==> src/hw/serial_char_rx_map.vh <==
// Register offsets, field positions, reset values and codes of the character receive block
`ifndef SERIAL_CHAR_RX_MAP_VH
`define SERIAL_CHAR_RX_MAP_VH
`define OFS_RX_CHAR_BUFFER    6'h00
`define OFS_RX_PARITY_STATUS  6'h04
`define OFS_IRQ_STATUS        6'h08
`define OFS_IRQ_CLEAR         6'h0C
`define OFS_IRQ_ENABLE        6'h10
`define OFS_PORT_CONFIG       6'h14
`define OFS_ADDR_CMD          6'h18
`define OFS_ADDR_RESULT       6'h1C
`define OFS_LAST_EVENT        6'h20
`define BIT_PARITY_ERROR      0
`define BIT_CFG_FREEFORM0     0
`define BIT_CFG_FREEFORM1     1
`define BIT_CFG_PARITY_EN0    2
`define BIT_CFG_PARITY_EN1    3
`define BIT_CFG_PARITY_ODD0   4
`define BIT_CFG_PARITY_ODD1   5
`define BIT_CFG_SPA_LOCK      6
`define BIT_CMD_SET           8
`define BIT_CMD_PORT          9
`define BIT_CMD_BADADDR       10
`define BIT_RES_ENABLE_OUT    8
`define BIT_RES_ERR_LSB       16
`define RST_PORT_CONFIG       8'h03
`define RST_IRQ_ENABLE        2'h0
`define EVENT_PORT0           8'h08
`define EVENT_PORT1           8'h19
`define ERR_NONE              16'h0000
`define ERR_INDIRECT_ADDR     16'h0006
`define ERR_SET_ADDR_DENIED   16'h0004
`define BAUD_DIV_DEFAULT      16'h043D
`endif

==> src/hw/serial_char_rx.v <==
// Two-port character receive block with shared buffer bytes, events and station address
// Summary of operation
// - In free-form mode each received character raises one receive event.
// - The character is written to the shared buffer in the same edge that raises the event.
// - With parity enabled a parity error sets bit 0 of the status byte.
// - All other status bits are reserved and read zero.
// - Port 0 characters raise event 8 and fill both shared bytes.
// - Port 1 characters raise event 25 and fill both shared bytes.
// - Get-address returns the selected port's current station address.
// - Set-address changes the port address without storing it persistently.
// - After reset each port returns to its configured station address.
// - Bad indirect address gives 0006, refused set gives 0004; enable output cleared.
// - With parity disabled the parity error bit is never set.
`include "serial_char_rx_map.vh"
module serial_char_rx #(
    parameter       BAUD_DIV   = `BAUD_DIV_DEFAULT,
    parameter [7:0] CFG_ADDR0  = 8'h02,
    parameter [7:0] CFG_ADDR1  = 8'h03
) (
    // Clock and reset
    input  wire        ref_clk,
    input  wire        nrst,
    // Avalon-MM slave
    input  wire [5:0]  avs_address,
    input  wire        avs_read,
    input  wire        avs_write,
    input  wire [31:0] avs_writedata,
    input  wire [3:0]  avs_byteenable,
    output reg  [31:0] avs_readdata,
    output reg         avs_waitrequest,
    // Serial lines
    input  wire        rx0_pin,
    input  wire        rx1_pin,
    // Interrupt
    output reg         irq
);
    reg  [7:0]  rx_char_buffer;
    reg  [7:0]  rx_parity_status;
    reg  [1:0]  irq_status;
    reg  [1:0]  irq_enable;
    reg  [7:0]  port_config;
    reg  [7:0]  station_addr0;
    reg  [7:0]  station_addr1;
    reg  [31:0] addr_result;
    reg  [7:0]  last_event;
    reg         pend1;
    reg  [7:0]  pend1_char;
    reg         pend1_perr;
    reg         acked;
    reg  [31:0] next_readdata;
    wire        v0;
    wire        v1;
    wire [7:0]  d0;
    wire [7:0]  d1;
    wire        e0;
    wire        e1;
    wire        req = (avs_read | avs_write) & ~acked;
    // A write lands only at the edge where waitrequest is seen low
    wire        wr  = avs_write & acked;
    wire        free0 = port_config[`BIT_CFG_FREEFORM0];
    wire        free1 = port_config[`BIT_CFG_FREEFORM1];
    wire        take0 = v0 & free0;
    // Port 1 waits one cycle when both finish together so neither event is lost
    wire        take1 = ~take0 & (pend1 | (v1 & free1));
    wire [7:0]  c1 = pend1 ? pend1_char : d1;
    wire        p1 = pend1 ? pend1_perr : e1;
    wire [1:0]  clr = (wr && avs_address == `OFS_IRQ_CLEAR && avs_byteenable[0]) ? avs_writedata[1:0] : 2'h0;

    function [7:0] lane0;
        input [31:0] data;
        input [7:0]  old;
        input [3:0]  be;
        begin
            lane0 = be[0] ? data[7:0] : old;
        end
    endfunction

    serial_rx_port #(.BAUD_DIV(BAUD_DIV)) u_port0 (
        .ref_clk         (ref_clk),
        .nrst            (nrst),
        .rx_pin          (rx0_pin),
        .parity_en       (port_config[`BIT_CFG_PARITY_EN0]),
        .parity_odd      (port_config[`BIT_CFG_PARITY_ODD0]),
        .char_valid      (v0),
        .char_data       (d0),
        .char_parity_err (e0)
    );
    serial_rx_port #(.BAUD_DIV(BAUD_DIV)) u_port1 (
        .ref_clk         (ref_clk),
        .nrst            (nrst),
        .rx_pin          (rx1_pin),
        .parity_en       (port_config[`BIT_CFG_PARITY_EN1]),
        .parity_odd      (port_config[`BIT_CFG_PARITY_ODD1]),
        .char_valid      (v1),
        .char_data       (d1),
        .char_parity_err (e1)
    );

    // Shared bytes, event bits and irq all load in the same edge
    always @(posedge ref_clk) begin
        if (!nrst) begin
            rx_char_buffer   <= 8'h00;
            rx_parity_status <= 8'h00;
            last_event       <= 8'h00;
            pend1            <= 1'b0;
            pend1_char       <= 8'h00;
            pend1_perr       <= 1'b0;
        end else begin
            if (take0) begin
                rx_char_buffer   <= d0;
                rx_parity_status <= {7'h00, e0};
                last_event       <= `EVENT_PORT0;
            end else if (take1) begin
                rx_char_buffer   <= c1;
                rx_parity_status <= {7'h00, p1};
                last_event       <= `EVENT_PORT1;
            end
            if (take1)
                pend1 <= 1'b0;
            else if (v1 & free1 & take0) begin
                pend1      <= 1'b1;
                pend1_char <= d1;
                pend1_perr <= e1;
            end
        end
    end

    // Sticky status: a new event wins over a clear in the same cycle
    always @(posedge ref_clk) begin
        if (!nrst) begin
            irq_status <= 2'h0;
            irq        <= 1'b0;
        end else begin
            irq_status <= (irq_status & ~clr) | {take1, take0};
            irq        <= |(((irq_status & ~clr) | {take1, take0}) & irq_enable);
        end
    end

    // Station addresses live only in flops, so reset restores configured values
    always @(posedge ref_clk) begin
        if (!nrst) begin
            station_addr0 <= CFG_ADDR0;
            station_addr1 <= CFG_ADDR1;
            addr_result   <= 32'h0000_0000;
            irq_enable    <= `RST_IRQ_ENABLE;
            port_config   <= `RST_PORT_CONFIG;
        end else if (wr) begin
            if (avs_address == `OFS_IRQ_ENABLE && avs_byteenable[0])
                irq_enable <= avs_writedata[1:0];
            if (avs_address == `OFS_PORT_CONFIG)
                port_config <= lane0(avs_writedata, port_config, avs_byteenable);
            if (avs_address == `OFS_ADDR_CMD && avs_byteenable[1:0] == 2'h3) begin
                if (avs_writedata[`BIT_CMD_BADADDR])
                    addr_result <= {`ERR_INDIRECT_ADDR, 16'h0000};
                else if (avs_writedata[`BIT_CMD_SET] && port_config[`BIT_CFG_SPA_LOCK])
                    addr_result <= {`ERR_SET_ADDR_DENIED, 16'h0000};
                else if (avs_writedata[`BIT_CMD_SET]) begin
                    if (avs_writedata[`BIT_CMD_PORT])
                        station_addr1 <= avs_writedata[7:0];
                    else
                        station_addr0 <= avs_writedata[7:0];
                    addr_result <= {`ERR_NONE, 7'h00, 1'b1, avs_writedata[7:0]};
                end else
                    addr_result <= {`ERR_NONE, 7'h00, 1'b1,
                                    avs_writedata[`BIT_CMD_PORT] ? station_addr1 : station_addr0};
            end
        end
    end

    always @* begin
        case (avs_address)
            `OFS_RX_CHAR_BUFFER:   next_readdata = {24'h00_0000, rx_char_buffer};
            `OFS_RX_PARITY_STATUS: next_readdata = {24'h00_0000, rx_parity_status};
            `OFS_IRQ_STATUS:       next_readdata = {30'h0000_0000, irq_status};
            `OFS_IRQ_ENABLE:       next_readdata = {30'h0000_0000, irq_enable};
            `OFS_PORT_CONFIG:      next_readdata = {24'h00_0000, port_config};
            `OFS_ADDR_RESULT:      next_readdata = addr_result;
            `OFS_LAST_EVENT:       next_readdata = {24'h00_0000, last_event};
            default:               next_readdata = 32'h0000_0000;
        endcase
    end

    // One wait cycle per access; data registered with the ack
    always @(posedge ref_clk) begin
        if (!nrst) begin
            acked           <= 1'b0;
            avs_waitrequest <= 1'b1;
            avs_readdata    <= 32'h0000_0000;
        end else begin
            acked           <= req;
            avs_waitrequest <= ~req;
            if (avs_read & ~acked)
                avs_readdata <= next_readdata;
        end
    end
endmodule

==> src/hw/serial_rx_port.v <==
// One serial receive port: pin synchroniser, 8-bit character with optional parity
`include "serial_char_rx_map.vh"
module serial_rx_port #(
    parameter BAUD_DIV = `BAUD_DIV_DEFAULT
) (
    // Clock and reset
    input  wire       ref_clk,
    input  wire       nrst,
    // Line and setup
    input  wire       rx_pin,
    input  wire       parity_en,
    input  wire       parity_odd,
    // Received character
    output reg        char_valid,
    output reg  [7:0] char_data,
    output reg        char_parity_err
);
    localparam ST_IDLE = 2'd0;
    localparam ST_DATA = 2'd1;
    localparam ST_PAR  = 2'd2;
    localparam ST_STOP = 2'd3;
    reg [2:0]  sync;
    reg        line;
    reg [1:0]  state;
    reg [15:0] cnt;
    reg [2:0]  bit_idx;
    reg [7:0]  shift;
    reg        par_bit;
    wire       tick = (cnt == 16'h0000);
    // Reload one short: the zero count is a cycle of its own
    localparam [31:0] BIT_FULL   = BAUD_DIV - 1;
    localparam [31:0] START_FULL = BAUD_DIV + (BAUD_DIV >> 1) - 1;
    localparam [15:0] DIV_BIT    = BIT_FULL[15:0];
    localparam [15:0] DIV_START  = START_FULL[15:0];
    // Line level changes only when the last two stages agree
    always @(posedge ref_clk) begin
        if (!nrst) begin
            sync <= 3'h7;
            line <= 1'b1;
        end else begin
            sync <= {sync[1:0], rx_pin};
            if (sync[1] == sync[2])
                line <= sync[2];
        end
    end
    always @(posedge ref_clk) begin
        if (!nrst) begin
            state           <= ST_IDLE;
            cnt             <= 16'h0000;
            bit_idx         <= 3'h0;
            shift           <= 8'h00;
            par_bit         <= 1'b0;
            char_valid      <= 1'b0;
            char_data       <= 8'h00;
            char_parity_err <= 1'b0;
        end else begin
            char_valid <= 1'b0;
            if (!tick)
                cnt <= cnt - 16'h0001;
            case (state)
                ST_IDLE: if (!line) begin
                    cnt   <= DIV_START;
                    state <= ST_DATA;
                    bit_idx <= 3'h0;
                end
                ST_DATA: if (tick) begin
                    shift <= {line, shift[7:1]};
                    cnt   <= DIV_BIT;
                    bit_idx <= bit_idx + 3'h1;
                    if (bit_idx == 3'h7)
                        state <= parity_en ? ST_PAR : ST_STOP;
                end
                ST_PAR: if (tick) begin
                    par_bit <= line;
                    cnt     <= DIV_BIT;
                    state   <= ST_STOP;
                end
                ST_STOP: if (tick) begin
                    char_valid <= 1'b1;
                    char_data  <= shift;
                    // Flag stays clear whenever parity is off
                    char_parity_err <= parity_en & ((^shift ^ par_bit) != parity_odd);
                    state <= ST_IDLE;
                end
                default: state <= ST_IDLE;
            endcase
        end
    end
endmodule

==> config.mk <==
export PLATFORM = sky130hd
export DESIGN_NAME = serial_char_rx
export DESIGN_NICKNAME = d
export VERILOG_FILES = /design/src/hw/serial_char_rx.v /design/src/hw/serial_rx_port.v
export VERILOG_INCLUDE_DIRS = /design/src /design/src/hw
export SDC_FILE = /design/constraint.sdc
export NUM_CORES = 1
export LEC_CHECK = 0
export ABC_AREA = 1
export BUFFER_PORTS_ARGS = -buffer_cell sky130_fd_sc_hd__buf_2
export CORE_ASPECT_RATIO = 0.9
export CORE_MARGIN = 2
export CORE_UTILIZATION = 45
export DETAILED_ROUTE_END_ITERATION = 12
export HOLD_SLACK_MARGIN = 0.15
export PLACE_DENSITY = 0.65
export SLEW_MARGIN = 15
export SYNTH_ARGS = -nofsm -noshare
export SYNTH_HDL_FRONTEND = slang
export SYNTH_SLANG_ARGS = --single-unit
==> constraint.sdc <==
create_clock -name ref_clk -period 1.8 [get_ports ref_clk]
set_clock_uncertainty 0.15 [all_clocks]
set_input_delay 0.36 -clock ref_clk [delete_from_list [all_inputs] [get_ports ref_clk]]
set_output_delay 0.36 -clock ref_clk [all_outputs]
set_load 0.01 [all_outputs]
==> results of run 1 <==
[power by group through the flow]
stage	logic, uW	registers (uW)	clock network, uW
final	5610	4310	3710
after global routing	6330	4360	3900
after CTS	5130	4290	3760
after detailed placement	5060	4360	0
after global placement	4990	4360	0
after floorplan	3600	4340	0
[final cells by class]
class	instances	area, um2	share of cell area
Clock buffer	19	453	0.0465
Timing Repair Buffer	113	842	0.0864
Sequential cell	162	3250	0.333
Clock inverter	13	149	0.0153
Multi-Input combinational cell	824	4300	0.441
Inverter	121	459	0.0471
Tap cell	240	300	0.0308
[registers in the layout, indices dropped and copies added (netlist names), 11 cells and up]
| name | flops |
|---|---|
| u_port0.cnt | 16 |
| u_port1.cnt | 16 |
| addr_result | 11 |
| avs_readdata | 11 |
[worst max-delay path: cells and delay by family]
| kind | cells | cell delay, ns |
|---|---|---|
| buffers and inverters | 3 | 0.79 |
| and+or+nand+nor | 4 | 0.68 |
| AOI/OAI and AO/OA | 1 | 0.08 |
[cells in the final DEF (no fill, tap or decap), types with 21 or more instances in the layout]
master	n
a21oi_1	100
buf_2	37
buf_4	58
conb_1	21
dfxtp_1	159
inv_1	110
nand2_1	262
nand3_1	60
nand4_1	34
nor2_1	116
o21ai_0	80
[cell families after synthesis]
group / count (synthesis) / share of synthesized area
AO/OA/AOI/OAI: 215 / 0.145
XOR/XNOR: 17 / 0.0185
adder cells (fa/ha/maj): 19 / 0.0295
buffers and inverters: 169 / 0.0928
flip-flops: 162 / 0.402
multiplexers: 10 / 0.0124
other: 1 / 0.000465
AND/OR/NAND/NOR: 542 / 0.299
[layer usage]
metal | track usage | vias to the layer above | part of all wire
li1 | - | 3880 | -
met1 | 0.283 | 3400 | 0.49
met2 | 0.326 | 156 | 0.45
met3 | 0.0378 | 25 | 0.040
met4 | 0.0611 | 0 | 0.013
met5 | 0 | - | 0
[through the flow]
step | worst slack [ns] | hold WS [ns] | setup TNS [ns] | area [um2] | utilization
final | 0.0494 | 0.202 | 0 | 9750 | 0.553
after global routing | -0.0385 | 0.217 | -0.139 | 9750 | 0.553
after CTS | 0.00658 | 0.191 | 0 | 9580 | 0.544
after detailed placement | -0.00410 | 0.249 | -0.00410 | 8850 | 0.502
after global placement | 0.0246 | 0.247 | 0 | 8850 | 0.502
after floorplan | 0.0133 | 0.243 | 0 | 8140 | -
[worst max-delay path by stage]
stage / startpoint / endpoint / cells past startpoint
floorplan: u_port0.cnt[0]$_SDFF_PN0_ / u_port0.cnt[0]$_SDFF_PN0_ / 8
global placement: avs_address[5] / addr_result[1]$_SDFFE_PN0P_ / 8
detailed placement: avs_address[3] / station_addr0[1]$_SDFFE_PN1P_ / 9
CTS: avs_writedata[10] / station_addr1[5]$_SDFFE_PN0P_ / 8
global route: u_port0.cnt[7]$_SDFF_PN0_ / u_port0.cnt[0]$_SDFF_PN0_ / 7
finish: avs_writedata[10] / station_addr0[1]$_SDFFE_PN1P_ / 8
[repair_timing]
action                                  in CTS  in global routing
pin swaps                                    1                  7
endpoints found under the setup margin       1                 57
cloned                                       0                  0
endpoints found under the hold margin       26                  0
gates resized for setup                      0                 42
buffers inserted                             0                  1
hold buffers                                13                  0
==> summary.md, run 1 <==
| Metric | Value |
|---|---|
| Run status | finished, final reports clean |
| Fin nets | 1306 |
| Crit-path cells | dlygate4sd3_1, buf_2, inv_1, nand2_2, nor3b_4, nand3_4, nand2_1, o211ai_2 |
| Synth Flop Type | dfxtp_1 |
| Synth area leaders | dfxtp_1, nand2_1, a21oi_1 |
| Sw Pwr | 5260 uW |
| Seq/Total Area, Yosys | 0.402 |
| PortBufs | 37 |
| Worst EP required | 1.96 ns |
| WP data arrival | 1.91 ns |
| Number of global-route vias before repair | 6609 |
| Core Area | 17600 um2 |
| Initial Utilization | 0.458 |
| Iteration-0 DRC Markers | 571 |
| Hold Crit Start | avs_writedata[1] |
| RSZ-0062 raised after global routing | true |
| R2R setup slack | 0.07 ns |
| DRC violations left | 0 |
| Synth Warn # | 0 |
| Flop pwr share | 0.316 |
| Antenna cell count | 0 |
| Largest net degree at the start of global routing | 50 |
| Slowest CP cell | dlygate4sd3_1 |
| CTS root buf | clkbuf_16 |
| Clock Sinks | 162 |
| Count leader, synth | nand2_1 |
| Wire per inst | 13.1 um |
| Final setup viols | 0 |
| Clk_lat worst skew | 0.43 ns |
| Max-slew violations | 0 |
| # fillers | 1682 |
| P per Cell Area | 1400 nW/um2 |
| Post-Syn Area | 8060 um2 |
| Hold EP | irq_enable[1]$_SDFFE_PN0P_ |
| Mapped Cells | 1135 |
| CTS tree | built |
| Maxcap violations | 0 |
| Final GP Congestion | 0.874 |
| Clock share of power | 0.272 |
| Clock-pin slew on the worst setup and hold paths | 0.06 ns |
| Average via count per standard cell | 5.00 |
| All-Layer GR Usage | 0.204 |
| Synthesis-stage register bit count | 162 |
| Area leader, netlist | dfxtp_1 |
| Die X | 145 um |
| DPL Wire Length | 13900 um |
| Initial antenna violation count | 0 |
| Max FO, Critical Path | 9 |
| IO Count | 82 |
| Peak supply drop | 0.000692 V |
| CTS HTree Levels | 4 |
| Power Total | 13600 uW |
| Worst Setup Start Kind | input port |
| Net Sw Frac | 0.386 |
| Critical R2R Launch | u_port0.cnt[1]$_SDFF_PN0_ |
| Final non-filler cell total | 1492 |
| Synth top area share | 0.402 |
| Grt total ovfl | 0 |
| Reg2Reg Depth | 8 |
| Crit path largest cell delay | 0.54 ns |
| Post-Place Cells | 1446 |
| Netlist cell types | 48 |
| Comb power frac | 0.412 |
| Antenna-violating nets left | 0 |
| Drt pass-1 iters | 5 |
| Crit path kind | in2reg |
| Via count | 7461 |
| Leakage power | 0.00440 uW |
| Synth Area per Inst | 7.10 um2 |
| Die height | 131 um |
| Internal cell power | 8370 uW |
| Number of CTS-inserted buffers | 17 |
| FF-to-FF End | u_port0.cnt[0]$_SDFF_PN0_ |
| # rows | 46 |
| Layout cell share with drive strength beyond 1 | 0.169 |
| Final period utilization | 0.973 |
| Post-synth ARST share | 0 |
| Element type at the critical path end | register |
| Fin crit period | 1.75 ns |
| Die area | 19000 um2 |
| Min-Delay Path Class | in2reg |
| Hold Violations, Final | 0 |
| Area Growth Syn to Fin | 20.9% |
| Fmax achieved | 571 MHz |
| Hold path depth | 4 |
| Post-synth EDFFs | 0 |
| Synth cell count leaders | nand2_1, dfxtp_1, nor2_1 |
| Clk buf depth | 2 |
| Final WL | 19600 um |
| Global-route wire length before repair | 31800 um |
Note: power is estimated with default switching activity, not from simulation.
==> inputs of run 2 (changes only) <==
Settings changed: PLACE_DENSITY 0.65 to 0.63.
Clock period 1.8 ns to 2 ns, I/O delays scaled along.
==> run 2 against run 1 <==
Power down 17%. Critical path type unchanged. Die area unchanged. Register-to-register slack better by 0.08 ns. Routed wire length down 4.0%. Sequential share of layout area up 1.6 points. Critical path depth unchanged. Flip-flop and latch count unchanged. Worst hold slack worse by 0.023 ns. Combinational power down 25%.
==> summary.md, run 2 (synthesis results as in run 1) <==
| Metric | Value |
|---|---|
| Run status | finished, final reports clean |
| Post-Place Cells | 1415 (-2.1%) |
| Core Area | 17600 um2 (unchanged) |
| Antenna-violating nets left | 0 (unchanged) |
| Die height | 131 um (unchanged) |
| Smallest hold slack | 0.179 ns (-0.0232 ns) |
| Clock Sinks | 162 (unchanged) |
| Largest net degree at the start of global routing | 41 (-18%) |
| P per Cell Area | 1220 nW/um2 (-13%) |
| Final period utilization | 0.930 |
| Commonest non-fill, non-tap cell in the layout | nand2_1 |
| DRC violations left | 0 (unchanged) |
| Antenna cell count | 0 (unchanged) |
| Clk_lat worst skew | 0.42 ns (about the same) |
| CTS HTree Levels | 4 (unchanged) |
| Crit-path cells | dlygate4sd3_1, buf_2, inv_1, nand2_1, nor3b_4, nand3_2, nand2_1, o211ai_2 |
| Post-DP Area | 8600 um2 (-2.8%) |
| Crit path kind | in2reg |
| All-Layer GR Usage | 0.203 (-0.000620) |
| Max FO, Critical Path | 9 (unchanged) |
| Peak supply drop | 0.000553 V (-20%) |
| RSZ-0062 raised after global routing | false |
| Fin nets | 1272 (-2.6%) |
| CTS root buf | clkbuf_16 |
| Max-slew violations | 0 (unchanged) |
| Worst EP required | 2.16 ns (+0.20 ns) |
| Post-CTS setup-driven buffer insertion count | 0 (unchanged) |
| Area Growth Syn to Fin | 15.3% |
| WP data arrival | 2.02 ns (+0.11 ns) |
| Min-Delay Path Class | in2reg |
| Drt pass-1 iters | 5 (unchanged) |
| Final setup viols | 0 (unchanged) |
| Commonest cells after routing, fill and taps aside | nand2_1, dfxtp_1, nor2_1 |
| Via count | 7232 (-3.1%) |
| Element type at the critical path end | register |
| # fillers | 1759 (+4.6%) |
| Initial antenna violation count | 0 (unchanged) |
| Fmax achieved | 538 MHz |
| Fin crit period | 1.86 ns |
| # rows | 46 (unchanged) |
| PortBufs | 37 (unchanged) |
| Final setup TNS | 0 ns (unchanged) |
| IO Count | 82 (unchanged) |
| Clock-pin slew on the worst setup and hold paths | 0.07 ns (about the same) |
| Final non-filler cell total | 1458 (-2.3%) |
| Maxcap violations | 0 (unchanged) |
| DPL Wire Length | 13500 um (-2.9%) |
| Global-route wire length before repair | 31500 um (-0.93%) |
| Rel. slew slack | 0.645 |
| Grt total ovfl | 0 (unchanged) |
| Die area | 19000 um2 (unchanged) |
| Leakage power | 0.00421 uW (-4.5%) |
| Clk buf depth | 2 (unchanged) |
| Initial Utilization | 0.458 (unchanged) |
| Iteration-0 DRC Markers | 518 (-9.3%) |
| Wire per inst | 12.9 um (-1.7%) |
| Number of global-route vias before repair | 6447 (-2.5%) |
| CTS tree | built |
| Average via count per standard cell | 4.96 (-0.81%) |
| Final GP Congestion | 0.844 (-3.4%) |
| Number of CTS-inserted buffers | 17 (unchanged) |
| Top flop regs | u_port0.cnt (16), u_port1.cnt (16) |
| Fin area | 9300 um2 (-4.6%) |
| Slowest CP cell | dlygate4sd3_1 |
| Most used cell along the critical path | nand2_1 |
| Layout cell share with drive strength beyond 1 | 0.122 (-0.0462) |
| Die X | 145 um (unchanged) |
| Crit path largest cell delay | 0.53 ns (about the same) |
| Final WL | 18800 um (-4.0%) |
| Hold Violations, Final | 0 (unchanged) |
| Slew at the pin closest to its max-slew limit | 0.528 ns |
| Worst Setup Start Kind | input port |
==> run 2: power breakdown <==
| group | switching (uW) | internal (uW) |
|---|---|---|
| Clock | 1350 | 1880 |
| Sequential | 315 | 3590 |
| Combinational | 2660 | 1570 |
| Total | 4330 | 7030 |
==> run 2: stage by stage <==
stage	worst slack [ns]	power [uW]	utilization
after floorplan	0.191	7140	-
after global placement	0.129	8090	0.488
after detailed placement	0.132	8130	0.488
after CTS	0.146	11400	0.528
after global routing	0.00565	12300	0.528
final	0.141	11400	0.528
==> run 2: worst paths after layout <==
kind	slack, ns	to	from	cells after the start
worst max-delay path	0.14	station_addr0[1]$_SDFFE_PN1P_	avs_writedata[10]	8
worst min-delay path	0.18	station_addr1[3]$_SDFFE_PN0P_	avs_writedata[3]	3
worst max register to register	0.15	u_port0.cnt[0]$_SDFF_PN0_	u_port0.cnt[5]$_SDFF_PN0_	7
worst min register to register	0.26	u_port1.sync[1]$_SDFF_PN1_	u_port1.sync[0]$_SDFF_PN1_	1
==> run 2: cell type report <==
class / instances / area, um2 / area share
clock buffers: 21 / 450 / 0.0484
clock inverters: 11 / 130 / 0.0140
inverters: 121 / 454 / 0.0488
multi-input cells: 824 / 4160 / 0.447
flip-flops and latches: 162 / 3240 / 0.349
well taps: 240 / 300 / 0.0323
repair buffers: 79 / 566 / 0.0608
==> run 2: worst max-delay path, delay by kind of cell <==
family	cells	cell delay, ns
AO/OA/AOI/OAI	1	0.07
AND/OR/NAND/NOR	4	0.76
buffers and inverters	3	0.77
==> run 2: routing by layer <==
metal  up-vias  global-route usage  share of wire
li1       3809                   -              -
met1      3274               0.287           0.50
met2       139               0.324           0.45
met3        10              0.0392          0.038
met4         0              0.0479         0.0075
met5         -                   0              0
==> run 2: timing repair <==
item                                    4_1_cts  5_1_grt
gates resized for setup                       0        2
endpoints found under the setup margin        0        2
hold endpoints to repair                     20        0
hold buffers                                 11        0
